<file path="src/afrml_map.svh">
/*
 * Register offsets, reset values, field positions and fault vector indices
 * for the amplifier fault-report mask and latch block.
 * Assumes it is included by its bare name after the package is compiled.
 */
`ifndef AFRML_MAP_SVH
`define AFRML_MAP_SVH

// ****************************************
// Register offsets on the control port
// ****************************************
`define AFRML_OFS_PIN_HIDE 8'h74
`define AFRML_OFS_PIN_LATCH 8'h75
`define AFRML_OFS_MISC 8'h76
`define AFRML_OFS_FAULT_CLEAR 8'h78

// ****************************************
// Reset values
// ****************************************
`define AFRML_RST_PIN_HIDE 8'h00
`define AFRML_RST_PIN_LATCH 8'hf8
`define AFRML_RST_MISC 8'h00
`define AFRML_RST_FAULT_CLEAR 8'h00
`define AFRML_RST_NONE 8'h00

// ****************************************
// Field positions, first pin-control register
// ****************************************
`define AFRML_BIT_OVERTEMP_SHUTDOWN_HIDE 7
`define AFRML_BIT_CORE_UV_HIDE 6
`define AFRML_BIT_CORE_OV_HIDE 5
`define AFRML_BIT_CLK_HIDE 4
`define AFRML_BIT_PIN_HIDE_RSVD 3
`define AFRML_BIT_PSUP_HIDE 2
`define AFRML_BIT_DC_HIDE 1
`define AFRML_BIT_OC_HIDE 0

// ****************************************
// Field positions, second pin-control register
// ****************************************
`define AFRML_BIT_CL_ERR_HOLD 7
`define AFRML_BIT_CL_WARN_HOLD 6
`define AFRML_BIT_CLK_HOLD 5
`define AFRML_BIT_OVERTEMP_SHUTDOWN_HOLD 4
`define AFRML_BIT_OTW_HOLD 3
`define AFRML_BIT_OTW_HIDE 2
`define AFRML_BIT_CL_WARN_HIDE 1
`define AFRML_BIT_CL_ERR_HIDE 0

// ****************************************
// Field positions, misc and clear registers
// ****************************************
`define AFRML_BIT_CLK_DET_HOLD 7
`define AFRML_BIT_OVERTEMP_SHUTDOWN_AUTO_REC 4
`define AFRML_BIT_ANALOG_CLEAR 7

// ****************************************
// Fault vector indices (match the packed struct order)
// ****************************************
`define AFRML_FV_OVERTEMP_SHUTDOWN 10
`define AFRML_FV_CORE_UV 9
`define AFRML_FV_CORE_OV 8
`define AFRML_FV_CLK 7
`define AFRML_FV_PSUP_UV 6
`define AFRML_FV_PSUP_OV 5
`define AFRML_FV_DC 4
`define AFRML_FV_OC 3
`define AFRML_FV_CL_ERR 2
`define AFRML_FV_CL_WARN 1
`define AFRML_FV_OTW 0
`define AFRML_FV_WIDTH 11

// Faults (not warnings) that force the power stage to high impedance.
`define AFRML_HIZ_CLASS 11'h7fc

`endif

</file>
<file path="src/afrml_pkg.sv">
/*
 * Types for the amplifier fault-report mask and latch block.
 * Assumes afrml_map.svh gives the matching bit indices.
 */
package afrml_pkg;

	// One bit per protection event, most significant first.
	typedef struct packed {
		logic overtemp_shutdown;
		logic core_supply_under;
		logic core_supply_over;
		logic clock_error;
		logic power_stage_supply_under;
		logic power_stage_supply_over;
		logic dc_error;
		logic overcurrent;
		logic current_limit_error;
		logic current_limit_warn;
		logic overtemp_warning;
	} afrml_faults_t;

	// Register access request from the device's control-port slave.
	typedef struct packed {
		logic wr_en;
		logic rd_en;
		logic [7:0] addr;
		logic [7:0] wdata;
	} afrml_reg_req_t;

endpackage

</file>
<file path="src/afrml_fault_report.sv">
/*
 * Fault-report control: hide bits, hold enables, misc control and the
 * analog fault clear, driving the combined alarm pin and the high-impedance
 * request for the power stage.
 * Assumes the fault detectors are asynchronous to sys_clk and that the
 * control-port slave issues single-cycle read and write strobes on sys_clk.
 */
`timescale 1ns/100ps
`include "afrml_map.svh"

module afrml_fault_report
	import afrml_pkg::*;
#(
	parameter int SYNC_STAGES = 2
) (
	input wire logic sys_clk,
	input wire logic rst,
	input wire afrml_reg_req_t reg_req,
	output logic [7:0] reg_rdata,
	input wire afrml_faults_t fault_live_async,
	input wire logic clock_detect_async,
	output afrml_faults_t fault_status,
	output afrml_faults_t fault_report,
	output logic clock_detect_status,
	output logic alarm_n,
	output logic output_hiz
);

	// ****************************************
	// Parameter check
	// ****************************************
	generate
		if (SYNC_STAGES < 2) begin : g_bad_sync
			$error("SYNC_STAGES must be at least 2");
		end
	endgenerate

	// ****************************************
	// Input synchronisers
	// ****************************************
	// Detector outputs are asynchronous; only the last stage is read.
	localparam int SW = `AFRML_FV_WIDTH + 1;
	logic [SW-1:0] sync_r [SYNC_STAGES];
	logic [SW-1:0] sync_nxt [SYNC_STAGES];
	logic [`AFRML_FV_WIDTH-1:0] live;
	logic clk_det_live;

	always_comb begin
		sync_nxt[0] = {fault_live_async, clock_detect_async};
		for (int i = 1; i < SYNC_STAGES; i++) begin
			sync_nxt[i] = sync_r[i-1];
		end
	end

	always_ff @(posedge sys_clk) begin
		for (int i = 0; i < SYNC_STAGES; i++) begin
			if (rst) begin
				sync_r[i] <= '0;
			end else begin
				sync_r[i] <= sync_nxt[i];
			end
		end
	end

	assign live = sync_r[SYNC_STAGES-1][SW-1:1];
	assign clk_det_live = sync_r[SYNC_STAGES-1][0];

	// ****************************************
	// Control registers
	// ****************************************
	logic [7:0] pin_hide_r;
	logic [7:0] pin_hide_nxt;
	logic [7:0] pin_latch_r;
	logic [7:0] pin_latch_nxt;
	logic [7:0] misc_r;
	logic [7:0] misc_nxt;
	logic [6:0] clear_rsvd_r;
	logic [6:0] clear_rsvd_nxt;
	logic [7:0] rdata_r;
	logic [7:0] rdata_nxt;
	logic clear_pulse;

	always_comb begin
		pin_hide_nxt = pin_hide_r;
		pin_latch_nxt = pin_latch_r;
		misc_nxt = misc_r;
		clear_rsvd_nxt = clear_rsvd_r;
		clear_pulse = 1'b0;
		if (reg_req.wr_en) begin
			unique case (reg_req.addr)
				`AFRML_OFS_PIN_HIDE: begin
					pin_hide_nxt = reg_req.wdata;
					// The reserved bit is read-only zero.
					pin_hide_nxt[`AFRML_BIT_PIN_HIDE_RSVD] = 1'b0;
				end
				`AFRML_OFS_PIN_LATCH: begin
					pin_latch_nxt = reg_req.wdata;
				end
				`AFRML_OFS_MISC: begin
					misc_nxt = reg_req.wdata;
				end
				`AFRML_OFS_FAULT_CLEAR: begin
					clear_rsvd_nxt = reg_req.wdata[6:0];
					clear_pulse = reg_req.wdata[`AFRML_BIT_ANALOG_CLEAR];
				end
				default: begin
				end
			endcase
		end
		rdata_nxt = rdata_r;
		if (reg_req.rd_en) begin
			unique case (reg_req.addr)
				`AFRML_OFS_PIN_HIDE: rdata_nxt = pin_hide_r;
				`AFRML_OFS_PIN_LATCH: rdata_nxt = pin_latch_r;
				`AFRML_OFS_MISC: rdata_nxt = misc_r;
				`AFRML_OFS_FAULT_CLEAR: rdata_nxt = {1'b0, clear_rsvd_r};
				default: rdata_nxt = `AFRML_RST_NONE;
			endcase
		end
	end

	always_ff @(posedge sys_clk) begin
		if (rst) begin
			pin_hide_r <= `AFRML_RST_PIN_HIDE;
			pin_latch_r <= `AFRML_RST_PIN_LATCH;
			misc_r <= `AFRML_RST_MISC;
			clear_rsvd_r <= 7'h00;
			rdata_r <= `AFRML_RST_NONE;
		end else begin
			pin_hide_r <= pin_hide_nxt;
			pin_latch_r <= pin_latch_nxt;
			misc_r <= misc_nxt;
			clear_rsvd_r <= clear_rsvd_nxt;
			rdata_r <= rdata_nxt;
		end
	end

	// ****************************************
	// Hide and hold vectors
	// ****************************************
	logic [`AFRML_FV_WIDTH-1:0] hide;
	logic [`AFRML_FV_WIDTH-1:0] hold;

	always_comb begin
		hide = '0;
		hide[`AFRML_FV_OVERTEMP_SHUTDOWN] = pin_hide_r[`AFRML_BIT_OVERTEMP_SHUTDOWN_HIDE];
		hide[`AFRML_FV_CORE_UV] = pin_hide_r[`AFRML_BIT_CORE_UV_HIDE];
		hide[`AFRML_FV_CORE_OV] = pin_hide_r[`AFRML_BIT_CORE_OV_HIDE];
		hide[`AFRML_FV_CLK] = pin_hide_r[`AFRML_BIT_CLK_HIDE];
		// One bit hides both directions of the power-stage supply fault.
		hide[`AFRML_FV_PSUP_UV] = pin_hide_r[`AFRML_BIT_PSUP_HIDE];
		hide[`AFRML_FV_PSUP_OV] = pin_hide_r[`AFRML_BIT_PSUP_HIDE];
		hide[`AFRML_FV_DC] = pin_hide_r[`AFRML_BIT_DC_HIDE];
		hide[`AFRML_FV_OC] = pin_hide_r[`AFRML_BIT_OC_HIDE];
		hide[`AFRML_FV_OTW] = pin_latch_r[`AFRML_BIT_OTW_HIDE];
		hide[`AFRML_FV_CL_WARN] = pin_latch_r[`AFRML_BIT_CL_WARN_HIDE];
		hide[`AFRML_FV_CL_ERR] = pin_latch_r[`AFRML_BIT_CL_ERR_HIDE];

		// Supply, DC and overcurrent faults are always held analog faults.
		hold = '1;
		hold[`AFRML_FV_CL_ERR] = pin_latch_r[`AFRML_BIT_CL_ERR_HOLD];
		hold[`AFRML_FV_CL_WARN] = pin_latch_r[`AFRML_BIT_CL_WARN_HOLD];
		hold[`AFRML_FV_CLK] = pin_latch_r[`AFRML_BIT_CLK_HOLD];
		hold[`AFRML_FV_OVERTEMP_SHUTDOWN] = pin_latch_r[`AFRML_BIT_OVERTEMP_SHUTDOWN_HOLD];
		hold[`AFRML_FV_OTW] = pin_latch_r[`AFRML_BIT_OTW_HOLD];
	end

	// ****************************************
	// Status, report, alarm and high impedance
	// ****************************************
	logic [`AFRML_FV_WIDTH-1:0] status_r;
	logic [`AFRML_FV_WIDTH-1:0] status_nxt;
	logic [`AFRML_FV_WIDTH-1:0] report_r;
	logic [`AFRML_FV_WIDTH-1:0] report_nxt;
	logic [`AFRML_FV_WIDTH-1:0] hiz_src;
	logic clk_det_r;
	logic clk_det_nxt;
	logic alarm_n_r;
	logic alarm_n_nxt;
	logic hiz_r;
	logic hiz_nxt;

	always_comb begin
		// A live condition wins over a clear in the same cycle.
		status_nxt = live | (status_r & {`AFRML_FV_WIDTH{~clear_pulse}});
		report_nxt = live | (report_r & hold & {`AFRML_FV_WIDTH{~clear_pulse}});
		if (misc_r[`AFRML_BIT_CLK_DET_HOLD]) begin
			clk_det_nxt = clk_det_live | (clk_det_r & ~clear_pulse);
		end else begin
			clk_det_nxt = clk_det_live;
		end
		alarm_n_nxt = ~|(report_nxt & ~hide);
		hiz_src = report_nxt;
		// Auto-recovery lets the stage come back once the die cools.
		if (misc_r[`AFRML_BIT_OVERTEMP_SHUTDOWN_AUTO_REC]) begin
			hiz_src[`AFRML_FV_OVERTEMP_SHUTDOWN] = live[`AFRML_FV_OVERTEMP_SHUTDOWN];
		end
		hiz_nxt = |(hiz_src & `AFRML_HIZ_CLASS);
	end

	always_ff @(posedge sys_clk) begin
		if (rst) begin
			status_r <= '0;
			report_r <= '0;
			clk_det_r <= 1'b0;
			alarm_n_r <= 1'b1;
			hiz_r <= 1'b0;
		end else begin
			status_r <= status_nxt;
			report_r <= report_nxt;
			clk_det_r <= clk_det_nxt;
			alarm_n_r <= alarm_n_nxt;
			hiz_r <= hiz_nxt;
		end
	end

	assign reg_rdata = rdata_r;
	assign fault_status = afrml_faults_t'(status_r);
	assign fault_report = afrml_faults_t'(report_r);
	assign clock_detect_status = clk_det_r;
	assign alarm_n = alarm_n_r;
	assign output_hiz = hiz_r;

endmodule

</file>
<file path="config.mk">
export PLATFORM = sky130hd
export DESIGN_NAME = afrml_fault_report
export DESIGN_NICKNAME = d
export VERILOG_FILES = /design/src/afrml_pkg.sv /design/src/afrml_fault_report.sv
export VERILOG_INCLUDE_DIRS = /design/src
export SDC_FILE = /design/constraint.sdc
export NUM_CORES = 1
export LEC_CHECK = 0
export ABC_AREA = 1
export BUFFER_PORTS_ARGS = -buffer_cell sky130_fd_sc_hd__buf_2
export CORE_ASPECT_RATIO = 1.5
export CORE_MARGIN = 2
export CORE_UTILIZATION = 56
export CTS_BUF_LIST = sky130_fd_sc_hd__clkbuf_8
export CTS_CLUSTER_DIAMETER = 80
export DETAILED_ROUTE_END_ITERATION = 6
export PLACE_DENSITY = 0.81
export RECOVER_POWER = 25
export SETUP_SLACK_MARGIN = 0.1
export SYNTH_ARGS = -nofsm -noshare
export SYNTH_HDL_FRONTEND = slang
export SYNTH_SLANG_ARGS = --single-unit
</file>
<file path="constraint.sdc">
create_clock -name sys_clk -period 1.9 [get_ports sys_clk]
set_input_delay 0.38 -clock sys_clk [delete_from_list [all_inputs] [get_ports sys_clk]]
set_output_delay 0.38 -clock sys_clk [all_outputs]
set_load 0.01 [all_outputs]
</file>
# == Yosys cells after proc, flatten, opt, wreduce, memory -nomap -nowiden ==
# Memory sizes are Yosys's and may differ from the RTL's.
# Cells that the tools add are included.
# totals
out_inout_bits,33
mem_bits_ro,0
ff_bits,63
n_memories,1
mem_bits_rw,24
input_bits,32
latch_bits,0
word_cells,44
# op_classes
bitwise,12
n_addsub,0
eq_ne,4
multipliers,0
n_shift,0
reduce_logical,7
mux,10
order_cmp,0
div,0
# mem_list
name,depth,width,rd,rd_ports_with_merged_regs,wr,line,text
sync_r,2,12,2,0,2,afrml_fault_report.sv:43,logic [SW-1:0] sync_r [SYNC_STAGES];
# ops
operator,count
$and 11x11->11,4
$eq 8x7->1 const B,4
$pmux 8 s4,1
$mux 12,2
$or 11x11->11,2
$not 11->11,1
$reduce_or 11->1,1
$reduce_or 9->1,1
$reduce_and 2->1,4
$mux 1,7
$or 1x1->1,3
$and 1x1->1,1
$logic_not 1->1,1
$not 1->1,1

# == Depth between registers and ports, before layout ==
# Gate-level depths: netlist of the first run.
# logic_depth
ltp_word,9
mapped_depth,12

# == Worst setup path before layout of the first run ==
# Ideal clock, no wire load.
# synth_path
path_type,input -> register
start,in reg_req[15] in the netlist's numbering
end,reg hiz_r (netlist: output_hiz)
arrival_time_ns,1.345
cell_stages,11
slack_ns,0.427
required_time_ns,1.772
setup_time_ns,0.128
path_cell_list,inv_1 > nand2_1 > nor2_4 > nand4_4 > buf_6 > nand2_2 > nand2_1 > nor2_1 > nand3_1 > nor2_1 > nor2_1
# synth_via
elab_chain_cells,8
# synth_rtl
item,line,text
from (decl),afrml_fault_report.sv:18,"input wire afrml_reg_req_t reg_req,"
$eq 8x7->1 (*),afrml_fault_report.sv:90,unique case (reg_req.addr)
$mux 1 (*),afrml_fault_report.sv:90,
$mux 1 (*),afrml_fault_report.sv:89,if (reg_req.wr_en) begin
$not 1->1 (*),afrml_fault_report.sv:186,report_nxt = live | (report_r & hold & {`AFRML_FV_WIDTH{~clear_pulse}});
$and 11x11->11 (*),afrml_fault_report.sv:186,
$or 11x11->11 (*),afrml_fault_report.sv:186,
$mux 1,afrml_fault_report.sv:195,if (misc_r[`AFRML_BIT_OVERTEMP_SHUTDOWN_AUTO_REC]) begin
$reduce_or 9->1 (*),afrml_fault_report.sv:198,hiz_nxt = |(hiz_src & `AFRML_HIZ_CLASS);
to (signal assigned),afrml_fault_report.sv:213,hiz_r <= hiz_nxt;
to (decl),afrml_fault_report.sv:180,logic hiz_r;
# Mark *: on every way between the ends. The rest lies on a longest branch, timed or not.
# A chain may end at the register's enable or synchronous reset.

# == Worst setup path after layout of the first run ==
# layout_path
start,in rst
end,reg clk_det_r (netlist: clock_detect_status)
# layout_lines
item,line,text
from (decl),afrml_fault_report.sv:17,"input wire logic rst,"
to (signal assigned),afrml_fault_report.sv:211,clk_det_r <= clk_det_nxt;
to (decl),afrml_fault_report.sv:176,logic clk_det_r;
# No word-level cell between the ends.

==> summary.md, run 1 <==
| Metric | Value |
|---|---|
| Clk slew on worst S/H paths | 80 ps |
| Met1 wire length | ~2700 um |
| Final instance area | 3840 um^2 |
| Critical path arrival | 1690 ps |
| FP Rows | 34 |
| R2R Setup Slk | 830 ps |
| Hold buffers post-CTS | 0 |
| Vias in the first global route | about 2,600 |
| Post-Syn Nets | 463 |
| CTS Sinks | 87 |
| Die area | 6520 um^2 |
| DR WL/cell | 12.2 um |
| Post-synthesis cell count | 431 |
| Number of CTS-inserted buffers | 9 |
| CP Launch Type | input port |
| Max_cap viols | 0 |
| Core footprint | ~5700 um^2 |
| Gpl congestion | 0.822 |
| H-tree levels | 3 |
| Critical path type | in2reg |
| First-pass GRT wire length | 11,300 um |
| Fmax | 676 MHz |
| Crit path time final | 1480 ps |
| Required @ worst endpoint | 2110 ps |
| DR WL met2 | 3750 um |
| Slowest cell on the critical path | clkbuf_2 |
| Unrepaired setup endpoints after global routing | false |
| Initial DRT Pass Iterations | 5 |
| Worst-path fanout max | 47 |
| CTS tree | done |
| Met3 WL | about 260 um |
| Routed vias/inst | 4.90 |
| Worst-margin pin slew | 866 ps |
| # setup viols final | 0 |
| Relative slew slack | 42.3% |
| Hpwl dp | ~5300 um |
| Top sig layer | met4 |
| Starting Density | between 50% and 60% |
| Nets@finish | 528 |
| Fillers | 516 |
| GRT overflow | 0 |
| Final Skew | 8.27 ps |
| Starting DRT DRC Count | 112 |
| VDD IR-drop max | ~0.61 mV |
| Yosys cell types | 20 |
| Post-CTS Resized | 0 |
| Power Density | 882 nW/um^2 |
| Fin crit share | 77.9% |
| Area Overhead vs Synth | 16.7% |
| Slowest stage delay, CP | about 770 ps |
| # diodes | 0 |
| Seq/Total Area, Yosys | 52.9% |
| Pins over their slew limit | 0 |
| Yosys reg bits | 87 |
| All-Layer GR Usage | 23.1% |
| Setup total negative slack | 0 ps |
| Critical Path End Type | register |
| Die Span Y | 97.9 um |
| Initial antenna violation count | 0 |
| CTS root buf | clkbuf_8 |
| Die Width | 66.6 um |
| Clk buf depth | 2 |
| Synth Warn # | 0 |
| Total detailed-routing wirelength | 7010 um |
| Reg area | 1740 um^2 |
| Final Hold Violating Endpoints | 0 |
| HP Class | in2reg |
| Share of layout cells above drive strength 1 | 19.6% |
| Multi-input logic area | roughly 1200 um^2 |
| Pin count of the biggest net entering global routing | between 40 and 50 |
| CP cell instances | clkbuf_1 -> clkbuf_2 -> nor2_1 |
| DP Area | 3670 um^2 |
| DRT antenna net count | 0 |
| Vias | 2,808 |
| PortBufs | 64 |
| Status | complete, no violations |
| Post-CTS Setup Repair Bufs | 0 |
| Leak | 1.82 nW |
| Syn Area/Cell | 7.64 um^2 |
| Ports | 65 |
| Drt drc | 0 |
| Power consumption | roughly 3.4 mW |
| Mapped Area | 3290 um^2 |
| Worst-Skew Late Latency | 360 ps |
[power by group]
group | switching [mW] | internal, mW | leakage (nW) | total (mW)
Clock | 0.634 | 0.597 | 0.0978 | 1.23
Combinational | 0.161 | 0.0973 | 1.01 | 0.258
Sequential | 0.0235 | 1.88 | 0.710 | 1.90
[through the flow]
stage          setup WS [ps]  hold WS, ps  utilization, %  instances
6_report                 420          218            66.9        573
5_1_grt                  261          221            66.9        573
4_1_cts                  448          208            67.3        573
3_5_place_dp            85.2          395            63.9        557
3_3_place_gp             121          390            63.9        557
2_1_floorplan            427          388               -        431
[synth_stat cells]
cell type | n | area (um^2)
o22ai_1 | 6 | 37.5
nand4_1 | 1 | 6.26
nand2_1 | 99 | 372
nand3_1 | 12 | 60.1
o21ai_0 | 24 | 120
a31oi_1 | 1 | 6.26
buf_2 | 4 | 20.0
dfxtp_1 | 87 | 1740
nand4_4 | 2 | 42.5
clkbuf_1 | 9 | 33.8
o21ai_1 | 5 | 25.0
nor2_4 | 4 | 45.0
inv_1 | 73 | 274
nand2_2 | 7 | 43.8
buf_6 | 3 | 33.8
nand3_2 | 1 | 10.0
inv_2 | 2 | 7.51
nor2_1 | 37 | 139
a21oi_1 | 53 | 265
o221ai_1 | 1 | 8.76
[critical path, delay by kind of cell]
| kind | cells | cell delay, ps |
|---|---|---|
| AND/OR/NAND/NOR | 1 | 130 |
| buffers and inverters | 2 | 1170 |
[cell families after synthesis]
logic type	share of synthesized area, %
AO/OA/AOI/OAI	14.1
buffers and inverters	11.2
flip-flops	52.9
AND/OR/NAND/NOR	21.8
[path summary, 6_finish.rpt]
check	start	end	depth (start not counted)
worst max-delay path	rst	clock_detect_status	3
worst min-delay path	fault_live_async[6]	sync_r[0][7]	3
worst max register to register	fault_report[7]	output_hiz	8
worst min register to register	sync_r[0][11]	sync_r[1][11]	2
[per-layer routing]
layer,up-vias,global-route usage (%)
met4,0,14.1
met1,1263,23.9
met5,-,0
met3,18,3.57
met2,65,41.9
li1,1462,-
[sequential cells by signal, summed over array words and instances, names as in the netlist]
register,cells
alarm_n,1
clear_rsvd_r,7
clock_detect_status,1
fault_report,11
fault_status,11
misc_r,8
output_hiz,1
pin_hide_r,7
pin_latch_r,8
reg_rdata,8
sync_r,24
[final cells by class]
class / count / share of cell area [%]
clock buffers: 9 / 3.22
multi-input cells: 253 / 30.7
repair buffers: 70 / 9.31
well taps: 72 / 2.34
clock inverters: 7 / 1.73
flip-flops and latches: 87 / 45.3
inverters: 75 / 7.33
[cells in the final DEF, fill, tap and decap left out, types with 2 or more instances in the layout]
| cell | count |
|---|---|
| buf_4 | 4 |
| o21ai_1 | 5 |
| o21ai_0 | 24 |
| inv_1 | 75 |
| clkbuf_8 | 9 |
| nand2_2 | 7 |
| a21oi_1 | 53 |
| nand3_1 | 12 |
| nor2_1 | 37 |
| o22ai_1 | 6 |
| nor2_4 | 4 |
| buf_2 | 63 |
| clkbuf_1 | 2 |
| nand4_4 | 2 |
| inv_2 | 2 |
| dfxtp_1 | 87 |
| clkinvlp_4 | 2 |
| nand2_1 | 99 |
(Power assumes the default switching activity.)
==> run 2, diff against run 1 <==
Settings changed: CORE_UTILIZATION 56 to 51, PLACE_DENSITY 0.81 to 0.78.
Clock period 1.9 ns to 1.35 ns, I/O delays scaled along.
==> summary.md, run 2 (synthesis gave the netlist of run 1 again) <==
| Metric | Value |
|---|---|
| Initial antenna violation count | 0 (unchanged) |
| DR WL/cell | 13.2 um (was 12.2 um) |
| Final Skew | 9.02 ps (was 8.27 ps) |
| Die area | 7130 um^2 (was 6520 um^2) |
| Hold buffers post-CTS | 0 (unchanged) |
| Status | complete, no violations (unchanged) |
| Crit path buf inv count | 4 (was 2) |
| Share of layout cells above drive strength 1 | 29.9% (was 19.6%) |
| Critical Path End Type | register (unchanged) |
| Pin count of the biggest net entering global routing | 59 (was 48) |
| Reg area | 1740 um^2 (unchanged) |
| Power Density | 1100 nW/um^2 (was 882 nW/um^2) |
| Critical path type | in2reg (unchanged) |
| Clk buf depth | 2 (unchanged) |
| Critical path arrival | 1610 ps (was 1690 ps) |
| Gpl congestion | 0.881 (was 0.822) |
| Post-Place Worst Slack | -336 ps (was 85.2 ps) |
| All-Layer GR Usage | 22.8% (was 23.1%) |
| Clk slew on worst S/H paths | 90 ps (was 80 ps) |
| Final Hold Violating Endpoints | 0 (unchanged) |
| DRT antenna net count | 0 (unchanged) |
| Most flop-heavy register | sync_r (unchanged) |
| PortBufs | 64 (unchanged) |
| Nets@finish | 565 (was 528) |
| Multi-input logic area | 1310 um^2 (was 1180 um^2) |
| Fillers | 499 (was 516) |
| Core occupancy in the finished layout | 70.2% (was 66.9%) |
| Initial DRT Pass Iterations | 4 (was 5) |
| First-pass GRT wire length | 12,500 um (was 11,300 um) |
| CTS root buf | clkbuf_8 (unchanged) |
| Required @ worst endpoint | 1650 ps (was 2110 ps) |
| FP Rows | 35 (was 34) |
| Fmax | about 760 MHz |
| Setup total negative slack | 0 ps (unchanged) |
| Worst-path fanout max | 6 (was 47) |
| Leak | 2.05 nW (was 1.82 nW) |
| CP cell instances | buf_8 -> inv_12 -> nand2_4 -> nor2_4 -> buf_6 -> nand4_4 -> buf_6 -> nand2_1 -> a21oi_1 -> nor2_1 -> nand3_1 -> nand2_1 (was clkbuf_1 -> clkbuf_2 -> nor2_1) |
| Starting Density | 53.3% (was 57.3%) |
| Crit path time final | 1320 ps |
| VDD IR-drop max | 1.04 mV (was 0.605 mV) |
| Fin crit share | 97.4% |
| Number of CTS-inserted buffers | 9 (unchanged) |
| Kind of cell adding the most delay to the critical path | simple AND/OR/NAND/NOR gates (was buffers and inverters) |
| Total detailed-routing wirelength | 8050 um (was 7010 um) |
| H-tree levels | 3 (unchanged) |
| CTS Sinks | 87 (unchanged) |
| Starting DRT DRC Count | 122 (was 112) |
| HP Class | in2reg (unchanged) |
| Max_cap viols | 0 (unchanged) |
| Slowest cell on the critical path | nor2_4 (was clkbuf_2) |
| CP Launch Type | input port (unchanged) |
| Die Width | 69.6 um (was 66.6 um) |
| Hpwl dp | 5650 um (was 5250 um) |
| Most common cell after layout, fill and taps aside | dfxtp_1 (was nand2_1) |
| Ports | 65 (unchanged) |
| GRT overflow | 0 (unchanged) |
| Vias | 3,066 (was 2,808) |
| Die Span Y | 102 um (was 97.9 um) |
| # setup viols final | 0 (unchanged) |
| Vias in the first global route | 2,769 (was 2,616) |
| Slowest stage delay, CP | 210 ps (was 770 ps) |
| Area Overhead vs Synth | 31.6% (was 16.7%) |
| # diodes | 0 (unchanged) |
| Worst setup margin | 34.8 ps (was 420 ps) |
| Drt drc | 0 (unchanged) |
| Relative slew slack | 78.4% (was 42.3%) |
| Core footprint | 6170 um^2 (was 5740 um^2) |
| Worst-Skew Late Latency | 350 ps (was 360 ps) |
| Pins over their slew limit | 0 (unchanged) |
| Worst-margin pin slew | 324 ps (was 866 ps) |
| Unrepaired setup endpoints after global routing | true (was false) |
| Routed vias/inst | 5.01 (was 4.90) |
| Max reg flops | 24 (unchanged) |
| Commonest non-fill, non-tap cells in the layout | 87 x dfxtp_1, 85 x nand2_1, 70 x inv_1, 62 x buf_2, 53 x a21oi_1 (was 99 x nand2_1, 87 x dfxtp_1, 75 x inv_1, 63 x buf_2, 53 x a21oi_1) |
| CTS tree | done (unchanged) |
## run 2: power breakdown
group	switching, mW	leakage, nW	internal [mW]	total, mW
Sequential	0.0337	0.710	2.64	2.68
Combinational	0.267	1.25	0.195	0.462
Clock	0.920	0.0885	0.724	1.64
Total	1.22	2.05	3.56	4.78
## run 2: cell type report
cell class                      count  area share, %
Clock inverter                      6           1.07
Tap cell                           74           2.14
Timing Repair Buffer              106           16.3
Clock buffer                       10           3.18
Inverter                           75           6.85
Multi-Input combinational cell    254           30.2
Sequential cell                    87           40.2
## run 2: path summary, 6_finish.rpt
check	startpoint	to	slack, ps	depth (start not counted)
worst max-delay path	reg_req[15]	alarm_n	30	12
worst min-delay path	fault_live_async[10]	sync_r[0][11]	110	3
worst max register to register	pin_latch_r[4]	alarm_n	190	7
worst min register to register	sync_r[0][5]	sync_r[1][5]	410	2
## run 2: per-layer routing
| metal | part of all wire, % | track usage [%] |
|---|---|---|
| met1 | 39 | 24.7 |
| met2 | 52 | 40.5 |
| met3 | 4.4 | 5.72 |
| met4 | 4.7 | 13.6 |
| met5 | 0 | 0 |
## run 2: repair_timing
item / 4_1_cts / 5_1_grt
endpoints found under the setup margin: 10 / 31
buffers inserted: 1 / 12
pin swaps: 1 / 27
gates resized for setup: 3 / 45
cloned: 0 / 1
## run 2: stage by stage
stage / total power, mW / instances / hold WS (ps) / cell area [um^2]
2_1_floorplan: 2.95 / 431 / 377 / 3340
3_3_place_gp: 3.15 / 582 / 389 / 3900
3_5_place_dp: 3.16 / 582 / 395 / 3900
4_1_cts: 4.78 / 599 / 99.2 / 4090
5_1_grt: 4.99 / 612 / 95.5 / 4330
6_report: 4.78 / 612 / 109 / 4330
## run 2: worst register-to-register path: stages, from the launching register on
cell and delay, ps:
dfxtp_1 400, nand2_1 70, inv_1 80, nand2_1 70, a21oi_1 190, nor2_1 100, nand3_1 90, nand2_1 50
==> run 3, diff against run 2 <==
Settings changed: ABC_CLOCK_PERIOD_IN_PS set to 1350, PLACE_DENSITY 0.78 to not set, PLACE_DENSITY_LB_ADDON set to 0.05.
==> summary.md, run 3 (synthesis gave the netlist of run 1 again) <==
| Metric | Value |
|---|---|
| CP dominant cell by count | nand2_1 |
| Worst-margin pin slew | 693 ps (was 324 ps) |
| FP Rows | 35 (unchanged) |
| All-Layer GR Usage | 22.5% (was 22.8%) |
| CTS Sinks | 87 (unchanged) |
| DR WL/cell | 12.6 um (was 13.2 um) |
| Required @ worst endpoint | 1650 ps (about the same) |
| Relative slew slack | 53.8% (was 78.4%) |
| Share of layout cells above drive strength 1 | 31.3% (was 29.9%) |
| RR Startpoint | pin_latch_r[3] (was pin_latch_r[4]) |
| CTS tree | done (unchanged) |
| Worst-Skew Late Latency | 360 ps (was 350 ps) |
| Pin count of the biggest net entering global routing | 34 (was 59) |
| Starting DRT DRC Count | 128 (was 122) |
| Pins over their slew limit | 0 (unchanged) |
| Top sig layer | met4 (unchanged) |
| Final Skew | 11.6 ps (was 9.02 ps) |
| Met1 wire length | 3140 um (was 3160 um) |
| Placed Cells | 585 (was 582) |
| Kind of cell adding the most delay to the critical path | simple AND/OR/NAND/NOR gates (unchanged) |
| Met3 WL | 273 um (was 357 um) |
| Slowest cell on the critical path | clkbuf_16 (was nor2_4) |
| Critical Path End Type | register (unchanged) |
| DR WL met2 | 4010 um (was 4150 um) |
| H-tree levels | 3 (unchanged) |
| HP Class | in2reg (unchanged) |
| Ports | 65 (unchanged) |
| Nets@finish | 567 (was 565) |
| Gpl congestion | 0.856 (was 0.881) |
| Number of CTS-inserted buffers | 9 (unchanged) |
| Core footprint | 6170 um^2 (unchanged) |
| Worst setup endpoint | alarm_n (unchanged) |
| Most flop-heavy register | sync_r (unchanged) |
| Leak | 2.07 nW (was 2.05 nW) |
| CTS root buf | clkbuf_8 (unchanged) |
| Initial DRT Pass Iterations | 4 (unchanged) |
| Setup total negative slack | 0 ps (unchanged) |
| Core occupancy in the finished layout | 70.6% (was 70.2%) |
| Post-Place Worst Slack | -372 ps (was -336 ps) |
| Area Overhead vs Synth | 32.5% (was 31.6%) |
| Starting Density | 53.3% (unchanged) |
| CP cell instances | buf_8 -> inv_12 -> nand2_4 -> nor2_4 -> nand4_4 -> clkbuf_16 -> nand2_2 -> nand2_2 -> nand2_1 -> nand2_1 -> nor2_1 -> nand3_1 -> nand2_1 (was buf_8 -> inv_12 -> nand2_4 -> nor2_4 -> buf_6 -> nand4_4 -> buf_6 -> nand2_1 -> a21oi_1 -> nor2_1 -> nand3_1 -> nand2_1) |
| Slowest stage delay, CP | 220 ps (was 210 ps) |
| PortBufs | 64 (unchanged) |
| Final instance area | 4360 um^2 (was 4330 um^2) |
| Origin of the worst setup path | reg_req[15] (unchanged) |
| R2R Setup Slk | 250 ps (was 190 ps) |
| DRT antenna net count | 0 (unchanged) |
| Most common cell after layout, fill and taps aside | dfxtp_1 (unchanged) |
| CP Launch Type | input port (unchanged) |
| Routed vias/inst | 4.76 (was 5.01) |
| Fin crit share | 91.5% (was 97.4%) |
| VDD IR-drop max | 1.24 mV (was 1.04 mV) |
| Initial antenna violation count | 0 (unchanged) |
| Power Density | 1090 nW/um^2 (was 1100 nW/um^2) |
| Worst setup margin | 114 ps (was 34.8 ps) |
| Reg-to-reg endpoint | alarm_n (unchanged) |
| Die area | 7130 um^2 (unchanged) |
| Max_cap viols | 0 (unchanged) |
| Final Non-Filler Cells | 614 (was 612) |
| Die Span Y | 102 um (unchanged) |
| Commonest non-fill, non-tap cells in the layout | 87 x dfxtp_1, 81 x nand2_1, 66 x inv_1, 61 x buf_2, 51 x a21oi_1 (was 87 x dfxtp_1, 85 x nand2_1, 70 x inv_1, 62 x buf_2, 53 x a21oi_1) |
| DP Area | 3910 um^2 (was 3900 um^2) |
| Critical path type | in2reg (unchanged) |
| Clk buf depth | 2 (unchanged) |
| Hold buffers post-CTS | 0 (unchanged) |
| Critical path arrival | 1540 ps (was 1610 ps) |
| Hold_sp | fault_live_async[5] (was fault_live_async[10]) |
| Max reg flops | 24 (unchanged) |
| Total detailed-routing wirelength | 7760 um (was 8050 um) |
| Final Hold Violating Endpoints | 0 (unchanged) |
| Clk slew on worst S/H paths | 90 ps (about the same) |
| Status | complete, no violations (unchanged) |
| Fillers | 540 (was 499) |
| # diodes | 0 (unchanged) |
| # setup viols final | 0 (unchanged) |
| Die Width | 69.6 um (unchanged) |
| Number of stages on the worst setup path | 13 (was 12) |
| Vias | 2,924 (was 3,066) |
| First-pass GRT wire length | 12,500 um (unchanged) |
| Vias in the first global route | 2,769 (unchanged) |
| Crit path time final | 1240 ps (was 1320 ps) |
| Drt drc | 0 (unchanged) |
| Crit path buf inv count | 3 (was 4) |
| Unrepaired setup endpoints after global routing | true (unchanged) |
| Worst-path fanout max | 7 (was 6) |
| R2R depth | 9 (was 7) |
| Hpwl dp | 5580 um (was 5650 um) |
| GRT overflow | 0 (unchanged) |
| Fmax | 809 MHz (was 760 MHz) |
[run 3: changes by cell type in the layout (fill, tap and decap cells not counted), sizes merged]
| cell | before | now |
|---|---|---|
| nand4 | 4 | 3 |
| clkinv | 4 | 5 |
| inv | 75 | 76 |
| clkinvlp | 2 | 1 |
| clkbuf | 11 | 13 |
[run 3: where the power goes]
group / switching (mW) / total, mW / internal (mW)
clock network: 0.930 / 1.60 / 0.671
logic: 0.262 / 0.461 / 0.199
registers: 0.0324 / 2.67 / 2.64
total: 1.22 / 4.74 / 3.51
[run 3: how the worst min path moves through the flow]
stage	endpoint	slack [ps]	cells past startpoint
final	sync_r[0][6]	110	3
after global routing	sync_r[0][5]	100	3
after CTS	sync_r[0][6]	100	3
after detailed placement	sync_r[1][7]	400	2
after global placement	sync_r[1][6]	390	2
after floorplan	sync_r[0][0]	380	2
[run 3: per-stage QoR]
| stage | hold slack, ps | total power, mW |
|---|---|---|
| final | 105 | 4.74 |
| after global routing | 100 | 4.94 |
| after CTS | 97.9 | 4.73 |
| after detailed placement | 395 | 3.16 |
| after global placement | 389 | 3.15 |
| after floorplan | 377 | 2.95 |
[run 3: repair_timing]
item / CTS / global route
pin swaps: 11 / 20
cloned: 0 / 1
buffers inserted: 4 / 8
endpoints found under the setup margin: 17 / 30
resized for setup: 16 / 35
[run 3: cell type report]
type | instances | area, um^2 | area share, %
multi-input cells | 253 | 1320 | 30.3
well taps | 74 | 92.6 | 2.12
inverters | 75 | 294 | 6.74
flip-flops and latches | 87 | 1740 | 39.9
repair buffers | 109 | 737 | 16.9
clock buffers | 9 | 124 | 2.84
clock inverters | 7 | 48.8 | 1.12
[run 3: tightest hold or removal path, delay by kind of cell]
kind	cells	cell delay, ps
simple gates	1	60
buf+inv	2	100
[run 3: layer usage]
metal  GRT usage (%)  vias up
li1                -     1537
met1            24.6     1308
met2            40.2       60
met3            4.54       19
met4            13.9        0
met5               0        -
